## src/irc_pkg.sv

```systemverilog
package irc_pkg;

    // ****************************************************************
    // register indices (byte address is four times the index)
    // ****************************************************************
    localparam logic [5:0] IDX_EDGE_STATUS = 6'h01;
    localparam logic [5:0] IDX_CAPTURE_CONTROL = 6'h02;
    localparam logic [5:0] IDX_CAPTURE_LOW = 6'h03;
    localparam logic [5:0] IDX_CAPTURE_HIGH = 6'h04;

    // ****************************************************************
    // field positions
    // ****************************************************************
    localparam int STAT_REF_BIT = 0;
    localparam int STAT_RISE_BIT = 1;
    localparam int STAT_FALL_BIT = 2;
    localparam int CTRL_STOP_BIT = 6;
    localparam int CTRL_EDGE_LSB = 4;
    localparam int CTRL_FILT_LSB = 2;
    localparam int CTRL_RATE_LSB = 0;

    // ****************************************************************
    // reset values and counter maximum
    // ****************************************************************
    localparam logic [6:0] CTRL_RESET = 7'h40;
    localparam logic [15:0] CAPTURE_RESET = 16'h0000;
    localparam logic [15:0] COUNT_MAX = 16'hffff;

    // ****************************************************************
    // edge select codes
    // ****************************************************************
    localparam logic [1:0] EDGE_NONE = 2'h0;
    localparam logic [1:0] EDGE_RISE = 2'h1;
    localparam logic [1:0] EDGE_FALL = 2'h2;
    localparam logic [1:0] EDGE_BOTH = 2'h3;

    // ****************************************************************
    // filter off code and lengths in system clocks, and rate divisors minus one
    // ****************************************************************
    localparam logic [1:0] FILT_OFF = 2'h0;
    localparam logic [4:0] FILT_LEN_1 = 5'h02;
    localparam logic [4:0] FILT_LEN_2 = 5'h08;
    localparam logic [4:0] FILT_LEN_3 = 5'h10;
    localparam logic [4:0] DIV32_M1 = 5'h1f;
    localparam logic [4:0] DIV4_M1 = 5'h03;
    localparam logic [4:0] DIV8_M1 = 5'h07;
    localparam logic [4:0] DIV16_M1 = 5'h0f;

    // ****************************************************************
    // apb carriers
    // ****************************************************************
    typedef struct packed {
        logic psel;
        logic penable;
        logic pwrite;
        logic [7:0] paddr;
        logic [31:0] pwdata;
    } irc_apb_req_type;

    typedef struct packed {
        logic [31:0] prdata;
        logic pready;
        logic pslverr;
    } irc_apb_rsp_type;

endpackage

```

## src/irc_glitch_filter.sv

```systemverilog
`timescale 1ns/1ps
`default_nettype none

module irc_glitch_filter (
    input wire logic clk,
    input wire logic rst_n,
    input wire logic ir_pin,
    input wire logic [1:0] filter_select,
    output logic ir_clean
);

    // ****************************************************************
    // three-stage pin synchroniser
    // ****************************************************************
    logic sync1_reg;
    logic sync2_reg;
    logic sync3_reg;
    logic clean_reg;
    logic [4:0] cnt_reg;
    logic [4:0] len;
    logic settled;

    always_ff @(posedge clk) begin
        if (!rst_n) begin
            sync1_reg <= 1'b0;
            sync2_reg <= 1'b0;
            sync3_reg <= 1'b0;
        end else begin
            sync1_reg <= ir_pin;
            sync2_reg <= sync1_reg;
            sync3_reg <= sync2_reg;
        end
    end

    assign settled = (sync2_reg == sync3_reg);

    always_comb begin
        case (filter_select)
            2'h1: len = irc_pkg::FILT_LEN_1;
            2'h2: len = irc_pkg::FILT_LEN_2;
            default: len = irc_pkg::FILT_LEN_3;
        endcase
    end

    // ****************************************************************
    // pulse rejection
    // ****************************************************************
    // hold counter: output takes the settled input once the count reaches len minus two
    always_ff @(posedge clk) begin
        if (!rst_n) begin
            clean_reg <= 1'b0;
            cnt_reg <= 5'h00;
        end else if (!settled || sync3_reg == clean_reg) begin
            cnt_reg <= 5'h00;
        end else if (filter_select == irc_pkg::FILT_OFF || cnt_reg == len - 5'h02) begin
            clean_reg <= sync3_reg;
            cnt_reg <= 5'h00;
        end else begin
            cnt_reg <= cnt_reg + 5'h01;
        end
    end

    assign ir_clean = clean_reg;
endmodule

`default_nettype wire

```

## src/irc_edge_capture.sv

```systemverilog
// Function
// - capture low byte holds bits 7-0, high byte holds bits 15-8
// - reference bit 0 clear: value is time since previous interrupt
// - reference bit 0 set: value is time since last counter overflow
// - interrupt flags stay set until software clears them
// - pending edge of one polarity survives an opposite-polarity event
// - newer same-polarity edge replaces the older pending event
// - both pending: a further interrupt follows servicing the first
// - status holds a 1 for each edge type pending
// - control bit 6 halts and clears the capture timer, reset value 1
// - control bits 5:4 select none, rising, falling or both edges
// - control bits 3:2 select filter off or 2, 8, 16 clock rejection
// - control bits 1:0 select counter clock divide 32, 4, 8, 16
// - capture counter runs only from divided system clock
// - capture bytes are read-only and reset to zero
//
// Chosen here: register access over APB.
`timescale 1ns/1ps
`default_nettype none

module irc_edge_capture (
    input wire logic clk,
    input wire logic rst_n,
    input wire irc_pkg::irc_apb_req_type apb_req,
    output var irc_pkg::irc_apb_rsp_type apb_rsp,
    input wire logic ir_in,
    output logic ir_irq,
    output logic ir_irq_pulse
);

    // ****************************************************************
    // declarations
    // ****************************************************************
    logic [6:0] ctrl_reg;
    logic ref_sel_reg;
    logic pend_rise_reg;
    logic pend_fall_reg;
    logic [15:0] cap_reg;
    logic [15:0] count_reg;
    logic [4:0] pre_cnt_reg;
    logic clean_d_reg;
    logic irq_pulse_reg;
    logic ir_clean;
    logic stop;
    logic [1:0] edge_sel;
    logic [1:0] filt_sel;
    logic [1:0] rate_sel;
    logic [4:0] div_m1;
    logic tick;
    logic cap_rise;
    logic cap_fall;
    logic capture;
    logic access;
    logic addr_ok;
    logic [5:0] idx;
    logic wr_stat;
    logic wr_ctrl;
    logic clr_rise;
    logic clr_fall;
    logic [7:0] rd_byte;

    assign stop = ctrl_reg[irc_pkg::CTRL_STOP_BIT];
    assign edge_sel = ctrl_reg[irc_pkg::CTRL_EDGE_LSB +: 2];
    assign filt_sel = ctrl_reg[irc_pkg::CTRL_FILT_LSB +: 2];
    assign rate_sel = ctrl_reg[irc_pkg::CTRL_RATE_LSB +: 2];

    // ****************************************************************
    // apb decode
    // ****************************************************************
    assign idx = apb_req.paddr[7:2];
    assign access = apb_req.psel && apb_req.penable;
    assign addr_ok = (apb_req.paddr[1:0] == 2'h0)
        && (idx == irc_pkg::IDX_EDGE_STATUS || idx == irc_pkg::IDX_CAPTURE_CONTROL
        || idx == irc_pkg::IDX_CAPTURE_LOW || idx == irc_pkg::IDX_CAPTURE_HIGH);
    assign wr_stat = access && apb_req.pwrite && addr_ok && idx == irc_pkg::IDX_EDGE_STATUS;
    assign wr_ctrl = access && apb_req.pwrite && addr_ok
        && idx == irc_pkg::IDX_CAPTURE_CONTROL;
    assign clr_rise = wr_stat && apb_req.pwdata[irc_pkg::STAT_RISE_BIT];
    assign clr_fall = wr_stat && apb_req.pwdata[irc_pkg::STAT_FALL_BIT];

    // ****************************************************************
    // input filter
    // ****************************************************************
    irc_glitch_filter u_filter (
        .clk(clk),
        .rst_n(rst_n),
        .ir_pin(ir_in),
        .filter_select(filt_sel),
        .ir_clean(ir_clean)
    );

    // ****************************************************************
    // control and status registers
    // ****************************************************************
    // halt bit resets to one
    always_ff @(posedge clk) begin
        if (!rst_n) begin
            ctrl_reg <= irc_pkg::CTRL_RESET;
        end else if (wr_ctrl) begin
            ctrl_reg <= apb_req.pwdata[6:0];
        end
    end

    always_ff @(posedge clk) begin
        if (!rst_n) begin
            ref_sel_reg <= 1'b0;
        end else if (wr_stat) begin
            ref_sel_reg <= apb_req.pwdata[irc_pkg::STAT_REF_BIT];
        end
    end

    // ****************************************************************
    // prescaler and capture counter
    // ****************************************************************
    // rate divisor select
    always_comb begin
        case (rate_sel)
            2'h1: div_m1 = irc_pkg::DIV4_M1;
            2'h2: div_m1 = irc_pkg::DIV8_M1;
            2'h3: div_m1 = irc_pkg::DIV16_M1;
            default: div_m1 = irc_pkg::DIV32_M1;
        endcase
    end

    assign tick = !stop && pre_cnt_reg == div_m1;

    always_ff @(posedge clk) begin
        if (!rst_n || stop || tick) begin
            pre_cnt_reg <= 5'h00;
        end else begin
            pre_cnt_reg <= pre_cnt_reg + 5'h01;
        end
    end

    always_ff @(posedge clk) begin
        if (!rst_n) begin
            count_reg <= 16'h0000;
        end else if (stop) begin
            count_reg <= 16'h0000;
        end else if (capture && !ref_sel_reg) begin
            count_reg <= {15'h0000, tick};
        end else if (tick) begin
            count_reg <= count_reg + 16'h0001;
        end
    end

    // ****************************************************************
    // edge detection and capture
    // ****************************************************************
    always_ff @(posedge clk) begin
        if (!rst_n) begin
            clean_d_reg <= 1'b0;
        end else begin
            clean_d_reg <= ir_clean;
        end
    end

    assign cap_rise = !stop && ir_clean && !clean_d_reg && edge_sel[0];
    assign cap_fall = !stop && !ir_clean && clean_d_reg && edge_sel[1];
    assign capture = cap_rise || cap_fall;

    always_ff @(posedge clk) begin
        if (!rst_n) begin
            cap_reg <= irc_pkg::CAPTURE_RESET;
        end else if (capture) begin
            cap_reg <= count_reg;
        end
    end

    always_ff @(posedge clk) begin
        if (!rst_n) begin
            pend_rise_reg <= 1'b0;
        end else if (cap_rise) begin
            pend_rise_reg <= 1'b1;
        end else if (clr_rise) begin
            pend_rise_reg <= 1'b0;
        end
    end

    always_ff @(posedge clk) begin
        if (!rst_n) begin
            pend_fall_reg <= 1'b0;
        end else if (cap_fall) begin
            pend_fall_reg <= 1'b1;
        end else if (clr_fall) begin
            pend_fall_reg <= 1'b0;
        end
    end

    always_ff @(posedge clk) begin
        if (!rst_n) begin
            irq_pulse_reg <= 1'b0;
        end else begin
            irq_pulse_reg <= capture
                || (clr_rise && pend_rise_reg && pend_fall_reg && !clr_fall)
                || (clr_fall && pend_fall_reg && pend_rise_reg && !clr_rise);
        end
    end

    assign ir_irq = pend_rise_reg || pend_fall_reg;
    assign ir_irq_pulse = irq_pulse_reg;

    // ****************************************************************
    // read mux
    // ****************************************************************
    always_comb begin
        case (idx)
            irc_pkg::IDX_EDGE_STATUS: rd_byte = {5'h00, pend_fall_reg, pend_rise_reg,
                ref_sel_reg};
            irc_pkg::IDX_CAPTURE_CONTROL: rd_byte = {1'b0, ctrl_reg};
            irc_pkg::IDX_CAPTURE_LOW: rd_byte = cap_reg[7:0];
            irc_pkg::IDX_CAPTURE_HIGH: rd_byte = cap_reg[15:8];
            default: rd_byte = 8'h00;
        endcase
    end

    always_comb begin
        apb_rsp.pready = 1'b1;
        apb_rsp.pslverr = access && !addr_ok;
        apb_rsp.prdata = (addr_ok && !apb_req.pwrite) ? {24'h000000, rd_byte} : 32'h00000000;
    end
endmodule

`default_nettype wire

```

## config.mk

```make
export PLATFORM = sky130hd
export DESIGN_NAME = irc_edge_capture
export DESIGN_NICKNAME = d
export VERILOG_FILES = /design/src/irc_pkg.sv /design/src/irc_glitch_filter.sv /design/src/irc_edge_capture.sv
export SDC_FILE = /design/constraint.sdc
export NUM_CORES = 1
export LEC_CHECK = 0
export BUFFER_PORTS_ARGS = -buffer_cell sky130_fd_sc_hd__buf_2
export CORE_ASPECT_RATIO = 1.5
export CORE_MARGIN = 2
export CORE_UTILIZATION = 41
export DETAILED_ROUTE_END_ITERATION = 7
export GPL_TIMING_DRIVEN = 0
export PLACE_DENSITY = 0.77
export SLEW_MARGIN = 30
export SYNTH_ARGS = -nofsm -noshare
export SYNTH_HDL_FRONTEND = slang
export SYNTH_SLANG_ARGS = --single-unit
```

## constraint.sdc

```tcl
create_clock -name clk -period 1.94 [get_ports clk]
set_clock_uncertainty 0.05 [all_clocks]
set_input_delay 0.291 -clock clk [delete_from_list [all_inputs] [get_ports clk]]
set_output_delay 0.291 -clock clk [all_outputs]
set_load 0.03 [all_outputs]
```

After elaboration in Yosys (flattened, before gate mapping). Cells that the tools add are included.

Bits in registers: 58. Output and inout port bits: 36. Logic and storage cells: 98.

Add/subtract/negate cells: 4. Equality and inequality tests: 13. Mux-type cells: 10. Bitwise logic cells: 2. Reduce and logical (&&, ||, !) cells: 54.

Operators by type and width (count): $pmux W8 S4 (1); $logic_and A1 B1 Y1 (24); $add A16 B1 Y16 const B (1); $pmux W5 S3 (1); $eq A6 B2 Y1 const B (2); $logic_or A1 B1 Y1 (11); $add A5 B1 Y5 const B (2); $eq A5 B5 Y1 (2); $logic_not A1 Y1 (10); $pmux W5 S2 (1); $mux W8 (1); $eq A2 B2 Y1 const B (3); $eq A6 B1 Y1 const B (1); $eq A6 B3 Y1 const B (1); $mux W1 (6); $reduce_bool A2 Y1 (3); $reduce_or A3 Y1 (2); $sub A5 B2 Y5 const B (1); $eq A2 B1 Y1 const B (2); $logic_not A2 Y1 (2); $eq A1 B1 Y1 (2); $not A1 Y1 (2); $reduce_and A2 Y1 (1); $reduce_or A2 Y1 (1).

Longest topological paths before layout. Gate-level depths: netlist of run 1.

Depth in word-level cells: 13. Gate-level depth with buffers: 7. Depth with buffers taken out: 6.

Cells and area by module. Synthesis of run 1 repeated with hierarchy kept, for this count alone.

Cell total of the unflattened synthesis: 343. Area, all modules: 3005.4 sq um.

By module, submodules not included: irc_edge_capture (times used 1, cells each 301, area each 2603.7 sq um, seq. area each 980.9 sq um); irc_glitch_filter (times used 1, cells each 42, area each 401.6 sq um, seq. area each 180.2 sq um).

Worst setup path after synthesis of run 1. No wires, ideal clock.

Kind: input to output. From: input port apb_req[37] in the netlist's numbering. To: output port apb_rsp[9] in the netlist's numbering. Arrival: 1.911 ns. Data required time: 1.599 ns. Slack: -0.312 ns. Cell stages on the path: 5. Path through: nor3_1 -> nand4_1 -> or2_2 -> clkbuf_1 -> a211oi_1.

RTL lines: from (decl) (RTL line irc_edge_capture.sv:24) `input wire irc_pkg::irc_apb_req_type apb_req,`; to (decl) (RTL line irc_edge_capture.sv:25) `output var irc_pkg::irc_apb_rsp_type apb_rsp,`.

Worst setup path in the final report of run 1.
From: register ctrl_reg[1]. To: register count_reg[12].

Word-level cells in the longest chain between the ends: 4. Elaborated cells on any way between the ends: 6.

RTL lines: from (decl) (RTL line irc_edge_capture.sv:34) `logic [6:0] ctrl_reg;`; from (signal assigned) (RTL line irc_edge_capture.sv:98) `ctrl_reg <= irc_pkg::CTRL_RESET;`; from (signal assigned) (RTL line irc_edge_capture.sv:100) `ctrl_reg <= apb_req.pwdata[6:0];`; $eq A2 B2 Y1 / $eq A2 B1 Y1 (equally long branches) (RTL line irc_edge_capture.sv:117) `case (rate_sel)`; $pmux W5 S3 (*) (RTL line irc_edge_capture.sv:117); $eq A5 B5 Y1 (*) (RTL line irc_edge_capture.sv:125) `assign tick = !stop && pre_cnt_reg == div_m1;`; $logic_and A1 B1 Y1 (*) (RTL line irc_edge_capture.sv:125); to (signal assigned) (RTL line irc_edge_capture.sv:141) `count_reg <= {15'h0000, tick};`; to (signal assigned) (RTL line irc_edge_capture.sv:143) `count_reg <= count_reg + 16'h0001;`; to (decl) (RTL line irc_edge_capture.sv:39) `logic [15:0] count_reg;`.

Every way passes the cells marked *; elsewhere a longest branch is shown, timed or not. A chain may end at the register's enable or synchronous reset.

==> results of run 1 <==
## worst max-delay path, delay by kind of cell, from the launching register on
family,cells,cell delay (ns)
compound gates,2,0.40
xor+xnor,1,0.23
buf+inv,2,0.29
fa+ha+maj,1,0.28
flops,1,0.35
simple gates,1,0.19
## power groups by stage
stage               Sequential (uW)  Combinational, uW  Clock [uW]
finish                         1190                187        1210
global route                   1190                201        1280
CTS                            1190                181        1230
global placement               1220                177           0
detailed placement             1220                177           0
floorplan                      1220                140           0
## area by class of cell
class | count | area, um2
inverter | 9 | 33.8
sequential | 58 | 1170
multi-input combinational | 275 | 1860
clock inverter | 1 | 30.0
fill | 611 | 3330
tap | 100 | 125
clock buffer | 15 | 186
timing repair buffer | 36 | 195
buffer | 38 | 254
## final timing paths
| path | start | to | slack (ns) |
|---|---|---|---|
| max | ctrl_reg[1]$_SDFFE_PN0P_ | count_reg[12]$_SDFFE_PP0P_ | 0.03 |
| min reg2reg | u_filter.sync1_reg$_SDFF_PN0_ | u_filter.sync2_reg$_SDFF_PN0_ | 0.38 |
| min | ir_in | u_filter.sync1_reg$_SDFF_PN0_ | 0.11 |
| max reg2reg | ctrl_reg[1]$_SDFFE_PN0P_ | count_reg[12]$_SDFFE_PP0P_ | 0.03 |
## cells by family after synthesis
kind of cell             count (synthesis)  synth area share (%)
AO/OA/AOI/OAI                           95                  20.1
buffers and inverters                   49                  9.56
AND/OR/NAND/NOR                        133                  24.4
adder cells (fa/ha/maj)                  7                  2.90
flip-flops                              58                  38.4
multiplexers                             2                 0.662
other                                    2                 0.248
XOR/XNOR                                12                  3.73
## per-stage QoR
stage,setup WS [ns],util [%]
3_3_place_gp,-0.248,47.3
6_report,0.0316,53.7
4_1_cts,0.00324,52.2
3_5_place_dp,-0.262,47.3
5_1_grt,-0.0551,53.7
2_1_floorplan,-0.0742,-
## cells in the mapped netlist (all sizes together) (2+ instances only)
cell / number / share of area (%)
dfxtp: 58 / 38
nand2: 33 / 4.1
o21ai: 31 / 5.1
buf: 29 / 7.1
nor2: 20 / 2.5
a21oi: 18 / 3.0
a21boi: 16 / 4.0
nand3: 16 / 2.6
clkbuf: 11 / 1.4
inv: 9 / 1.1
and3: 8 / 1.7
nand4: 8 / 2.2
or4: 8 / 2.0
xor2: 8 / 2.6
a22o: 7 / 2.0
a22oi: 7 / 1.7
ha: 7 / 2.9
nor2b: 7 / 1.4
o31ai: 7 / 1.7
or3: 7 / 1.4
and2: 6 / 1.2
xnor2: 4 / 1.2
nand3b: 3 / 0.74
nor3b: 3 / 0.74
or2: 3 / 0.62
a31oi: 2 / 0.41
and3b: 2 / 0.58
and4: 2 / 0.58
conb: 2 / 0.25
mux2i: 2 / 0.66
nor4bb: 2 / 0.66
## routing by layer
layer  up-vias  wire (um)
met5         -          0
met4         0        357
met3        26        337
met2        94       4250
met1      1296       2760
li1       1375          -
## timing repair
item                       CTS  global route
gates resized for setup     20            32
pin swaps                    6            14
buffers inserted             2             2
setup endpoints to repair   34            39
gates cloned                 2             0
hold endpoints to repair     0             0
==> key figures, run 1 <==
STA
  • Slew Viols, Final: 0
  • Endpoints failing hold: 0
  • Period utilization: 98.4%
  • Final setup fails: 0
  • Min Tclk post-route: 1.91 ns
  • RSZ-0062 raised after global routing: yes
  • Setup TNS: 0 ns
  • WHS: 0.106 ns
  • Fmax: 524 MHz

Synth
  • Synth Area per Inst: 8.44 um2
  • Sequential area share after synthesis: 38.4%
  • Post-synth ARST share: 0%
  • Ys flop type: dfxtp_1
  • Post-synth EDFFs: 0
  • Distinct cells, synth: 49
  • Yosys reg bits: 58
  • Post-Syn Instances: 358
  • Netlist Area Pre-Place: 3020 um2
  • Number of synthesis warnings: 0

Clock tree
  • Clock buffer count from CTS: 9
  • H-tree depth: 3
  • Clk Latency, worst-skew pair: 0.34 ns
  • TritonCTS clock tree: yes
  • Clock Sinks: 58
  • CTS Buffer Depth: 2
  • Clk root buf: clkbuf_8
  • Clock-pin slew on the worst setup and hold paths: 0.07 ns
  • Post-CTS Hold Fix Bufs: 0

Detailed routing
  • Initial drt markers: 148
  • Routed wire per std cell: 14.5 um
  • Post-route antenna net violation count: 0
  • Routed wire length: 7.70 mm
  • Vias: 2791
  • DRC errors left: 0
  • Detailed Routing Iterations Pass 1: 4
  • Vias/cell: 5.25

Pwr
  • Combinational share of power: 7.2%
  • Clk pwr share: 46.6%
  • Share of power burned in registers: 46.1%
  • Leak pwr: 0.00147 uW
  • Net switching power: 590 uW
  • Final total power: 2590 uW
  • VDD IR max: 323 uV
  • Pwr Density: 671 nW/um2
  • Sw Ratio: 22.8%
  • Internal cell power: 2000 uW

Job
  • Max-cap viol count: 0

Placed design
  • Placed cell area: 3390 um2
  • Routability cong.: 0.841
  • Dpl hpwl: 5.50 mm
  • # placed instances: 512
  • IO buf count: 31

Worst setup path
  • Max incr delay on CP: 0.35 ns
  • Startpoint Class: flip-flop
  • CP max FO: 6
  • Crit Path Class: flip-flop to flip-flop
  • Critical path's slowest cell: dfxtp_2
  • Worst Setup End Kind: flip-flop
  • Worst EP arrival: 2.08 ns
  • Worst-path cell chain: inv_2, ha_4, xor2_4, nand4_4, buf_2, o31ai_1, a21oi_2
  • Worst EP required: 2.11 ns
  • R2r worst-path depth: 7

GRT
  • Total gr overflow: 0
  • Met2 track demand over resource: 36.9%
  • GRT Overall Usage: 19.8%
  • Largest net degree at the start of global routing: 11
  • Vias in the first global route: 2614
  • Met3 usage: 3.79%
  • Initial antenna violation count: 0
  • First-pass GRT wire length: 12.1 mm
  • Busiest layer in global routing: met2
  • Met1 Usage GRT: 19.2%

Outcome
  • Status: finished, final reports clean

Hold path
  • Hold WC Path Type: primary input to flip-flop
  • Hold path depth: 2

Cells and area
  • Commonest non-fill, non-tap cell in the layout: dfxtp_1
  • Antenna diodes: 0
  • Ratio of cells with drive above 1 in the final layout: 28.2%
  • Final nets: 480
  • Synth-to-Final Area Change: 27.4%
  • Design area: 3850 um2
  • Non-Filler Instances: 532
  • Most frequent cells in the layout: dfxtp_1 (53), nand2_1 (33), buf_2 (33)

Die
  • Num ports: 82
  • Area of the core: 7180 um2
  • Die ar.: 8090 um2
  • Die H: 109 um
  • Die width: 74.1 um
  • Rows: 38
  • Initial Util: 42.1%
Note: power is estimated with default switching activity, not from simulation.
==> inputs of run 2 (changes only) <==
--- a/config.mk
+++ b/config.mk
@@ -12,6 +12,7 @@
 export DETAILED_ROUTE_END_ITERATION = 7
 export GPL_TIMING_DRIVEN = 0
 export PLACE_DENSITY = 0.77
+export RECOVER_POWER = 25
 export SLEW_MARGIN = 30
 export SYNTH_ARGS = -nofsm -noshare
 export SYNTH_HDL_FRONTEND = slang
==> run 2 against run 1 <==
Non-clock buffer count unchanged; largest power group unchanged; combinational power about the same; critical path type unchanged; highest routed layer unchanged; critical path depth unchanged.
==> key figures, run 2 (same netlist as run 1, synthesis figures left out) <==
Outcome
  • Status: finished, final reports clean

Placed design
  • Dpl hpwl: 5.50 mm
  • Routability cong.: 0.841
  • # placed instances: 512
  • IO buf count: 31
  • Placed cell area: 3390 um2

GRT
  • First-pass GRT wire length: 12.1 mm
  • Initial antenna violation count: 0
  • GRT Overall Usage: 19.8%
  • Total gr overflow: 0
  • Vias in the first global route: 2614
  • Largest net degree at the start of global routing: 11

Hold path
  • Hold EP: u_filter.sync1_reg$_SDFF_PN0_
  • Hold WC Path Type: primary input to flip-flop
  • Min-Delay Startpoint: ir_in
  • Hold path depth: 2

STA
  • Final setup fails: 0
  • Slew Viols, Final: 0
  • WHS: 0.106 ns
  • Setup TNS: 0 ns
  • Min Tclk post-route: 1.91 ns
  • RSZ-0062 raised after global routing: yes
  • Fmax: 524 MHz
  • Period utilization: 98.4%
  • Endpoints failing hold: 0

Cells and area
  • Non-Filler Instances: 532
  • Ratio of cells with drive above 1 in the final layout: 27.1%
  • Design area: 3840 um2
  • Antenna diodes: 0
  • Commonest non-fill, non-tap cell in the layout: dfxtp_1
  • Most frequent cells in the layout: dfxtp_1 (53), nand2_1 (33), o21ai_0 (30), buf_4 (30), buf_2 (29)
  • Synth-to-Final Area Change: 27.1%
  • Filler cells: 616
  • Final nets: 480

Die
  • Die H: 109 um
  • Initial Util: 42.1%
  • Area of the core: 7180 um2
  • Die ar.: 8090 um2
  • Num ports: 82
  • Rows: 38
  • Die width: 74.1 um

Clock tree
  • TritonCTS clock tree: yes
  • Clk root buf: clkbuf_8
  • Clock buffer count from CTS: 9
  • H-tree depth: 3
  • CTS Buffer Depth: 2
  • Clk Latency, worst-skew pair: 0.34 ns
  • Clock-pin slew on the worst setup and hold paths: 0.07 ns
  • Clock Sinks: 58

Worst setup path
  • CP delay by family, top: compound AO/OA/AOI/OAI gates
  • Worst-path cell chain: inv_2, ha_4, xor2_4, nand4_4, buf_2, o31ai_1, a21oi_2
  • CP max FO: 6
  • Max incr delay on CP: 0.35 ns
  • R2r worst-path depth: 7
  • Worst EP required: 2.11 ns
  • Worst EP arrival: 2.08 ns
  • Critical path's slowest cell: dfxtp_2
  • Worst Setup End Kind: flip-flop
  • Startpoint Class: flip-flop
  • Reg2reg end: count_reg[12]$_SDFFE_PP0P_
  • FF-to-FF setup slack: 0.03 ns
  • Buf/Inv on CP: 2
  • FF-to-FF Start: ctrl_reg[1]$_SDFFE_PN0P_
  • Crit Path Class: flip-flop to flip-flop

Detailed routing
  • Vias: 2788
  • Detailed Routing Iterations Pass 1: 4
  • Vias/cell: 5.24
  • Routed wire length: 7.71 mm
  • Post-route antenna net violation count: 0
  • DRC errors left: 0
  • Initial drt markers: 177
  • Routed wire per std cell: 14.5 um

Pwr
  • VDD IR max: 323 uV
  • Leak pwr: 0.00145 uW
  • Pwr Density: 673 nW/um2

Job
  • Max-cap viol count: 0
==> run 2: changes by cell type in the layout (fill, tap and decap cells not counted), sizes merged <==
cell / before / now
clkbuf: 25 / 29
buf: 64 / 60
==> run 2: worst max-delay path by stage <==
stage / depth (start not counted) / from / slack, ns / endpoint
5_1_grt: 7 / ctrl_reg[0]$_SDFFE_PN0P_ / -0.06 / count_reg[12]$_SDFFE_PP0P_
6_report: 7 / ctrl_reg[1]$_SDFFE_PN0P_ / 0.03 / count_reg[12]$_SDFFE_PP0P_
3_5_place_dp: 7 / apb_req[37] / -0.26 / apb_rsp[9]
4_1_cts: 7 / ctrl_reg[1]$_SDFFE_PN0P_ / 0.003 / count_reg[3]$_SDFFE_PP0P_
2_1_floorplan: 5 / apb_req[37] / -0.07 / apb_rsp[2]
3_3_place_gp: 7 / apb_req[37] / -0.25 / apb_rsp[9]
==> run 2: timing repair <==
action / CTS / global route
setup buffers: 2 / 2
endpoints found under the hold margin: 0 / 0
endpoints found under the setup margin: 34 / 39
hold buffers: 0 / 0
pin swaps: 6 / 14
gates resized for setup: 20 / 32
gates cloned: 2 / 0
==> run 2: layout make-up <==
cell class | instances | area, um2 | share of cell area (%)
Buffer | 38 | 254 | 6.61
Sequential cell | 58 | 1170 | 30.5
Multi-Input combinational cell | 275 | 1850 | 48.2
Inverter | 9 | 33.8 | 0.879
Clock inverter | 1 | 30.0 | 0.782
Clock buffer | 15 | 186 | 4.85
Timing Repair Buffer | 36 | 190 | 4.95
Tap cell | 100 | 125 | 3.26
==> run 2: through the flow <==
step | setup WS [ns] | power [uW] | utilization [%]
after floorplan | -0.0742 | 1360 | -
after global placement | -0.248 | 1400 | 47.3
after detailed placement | -0.262 | 1400 | 47.3
after CTS | 0.00324 | 2600 | 52.2
after global routing | -0.0551 | 2670 | 53.5
final | 0.0312 | 2590 | 53.5
==> run 2: power breakdown <==
part,switching [uW],total (uW),internal [uW]
clock network,471,1210,735
registers,1.48,1190,1190
logic,118,186,68.8
==> run 2: routing by layer <==
layer	track usage, %	share of wire [%]	up-vias
met3	3.79	3.9	28
met2	36.9	55	86
met5	0	0	-
met4	12.6	4.6	0
li1	-	-	1373
met1	19.2	37	1301
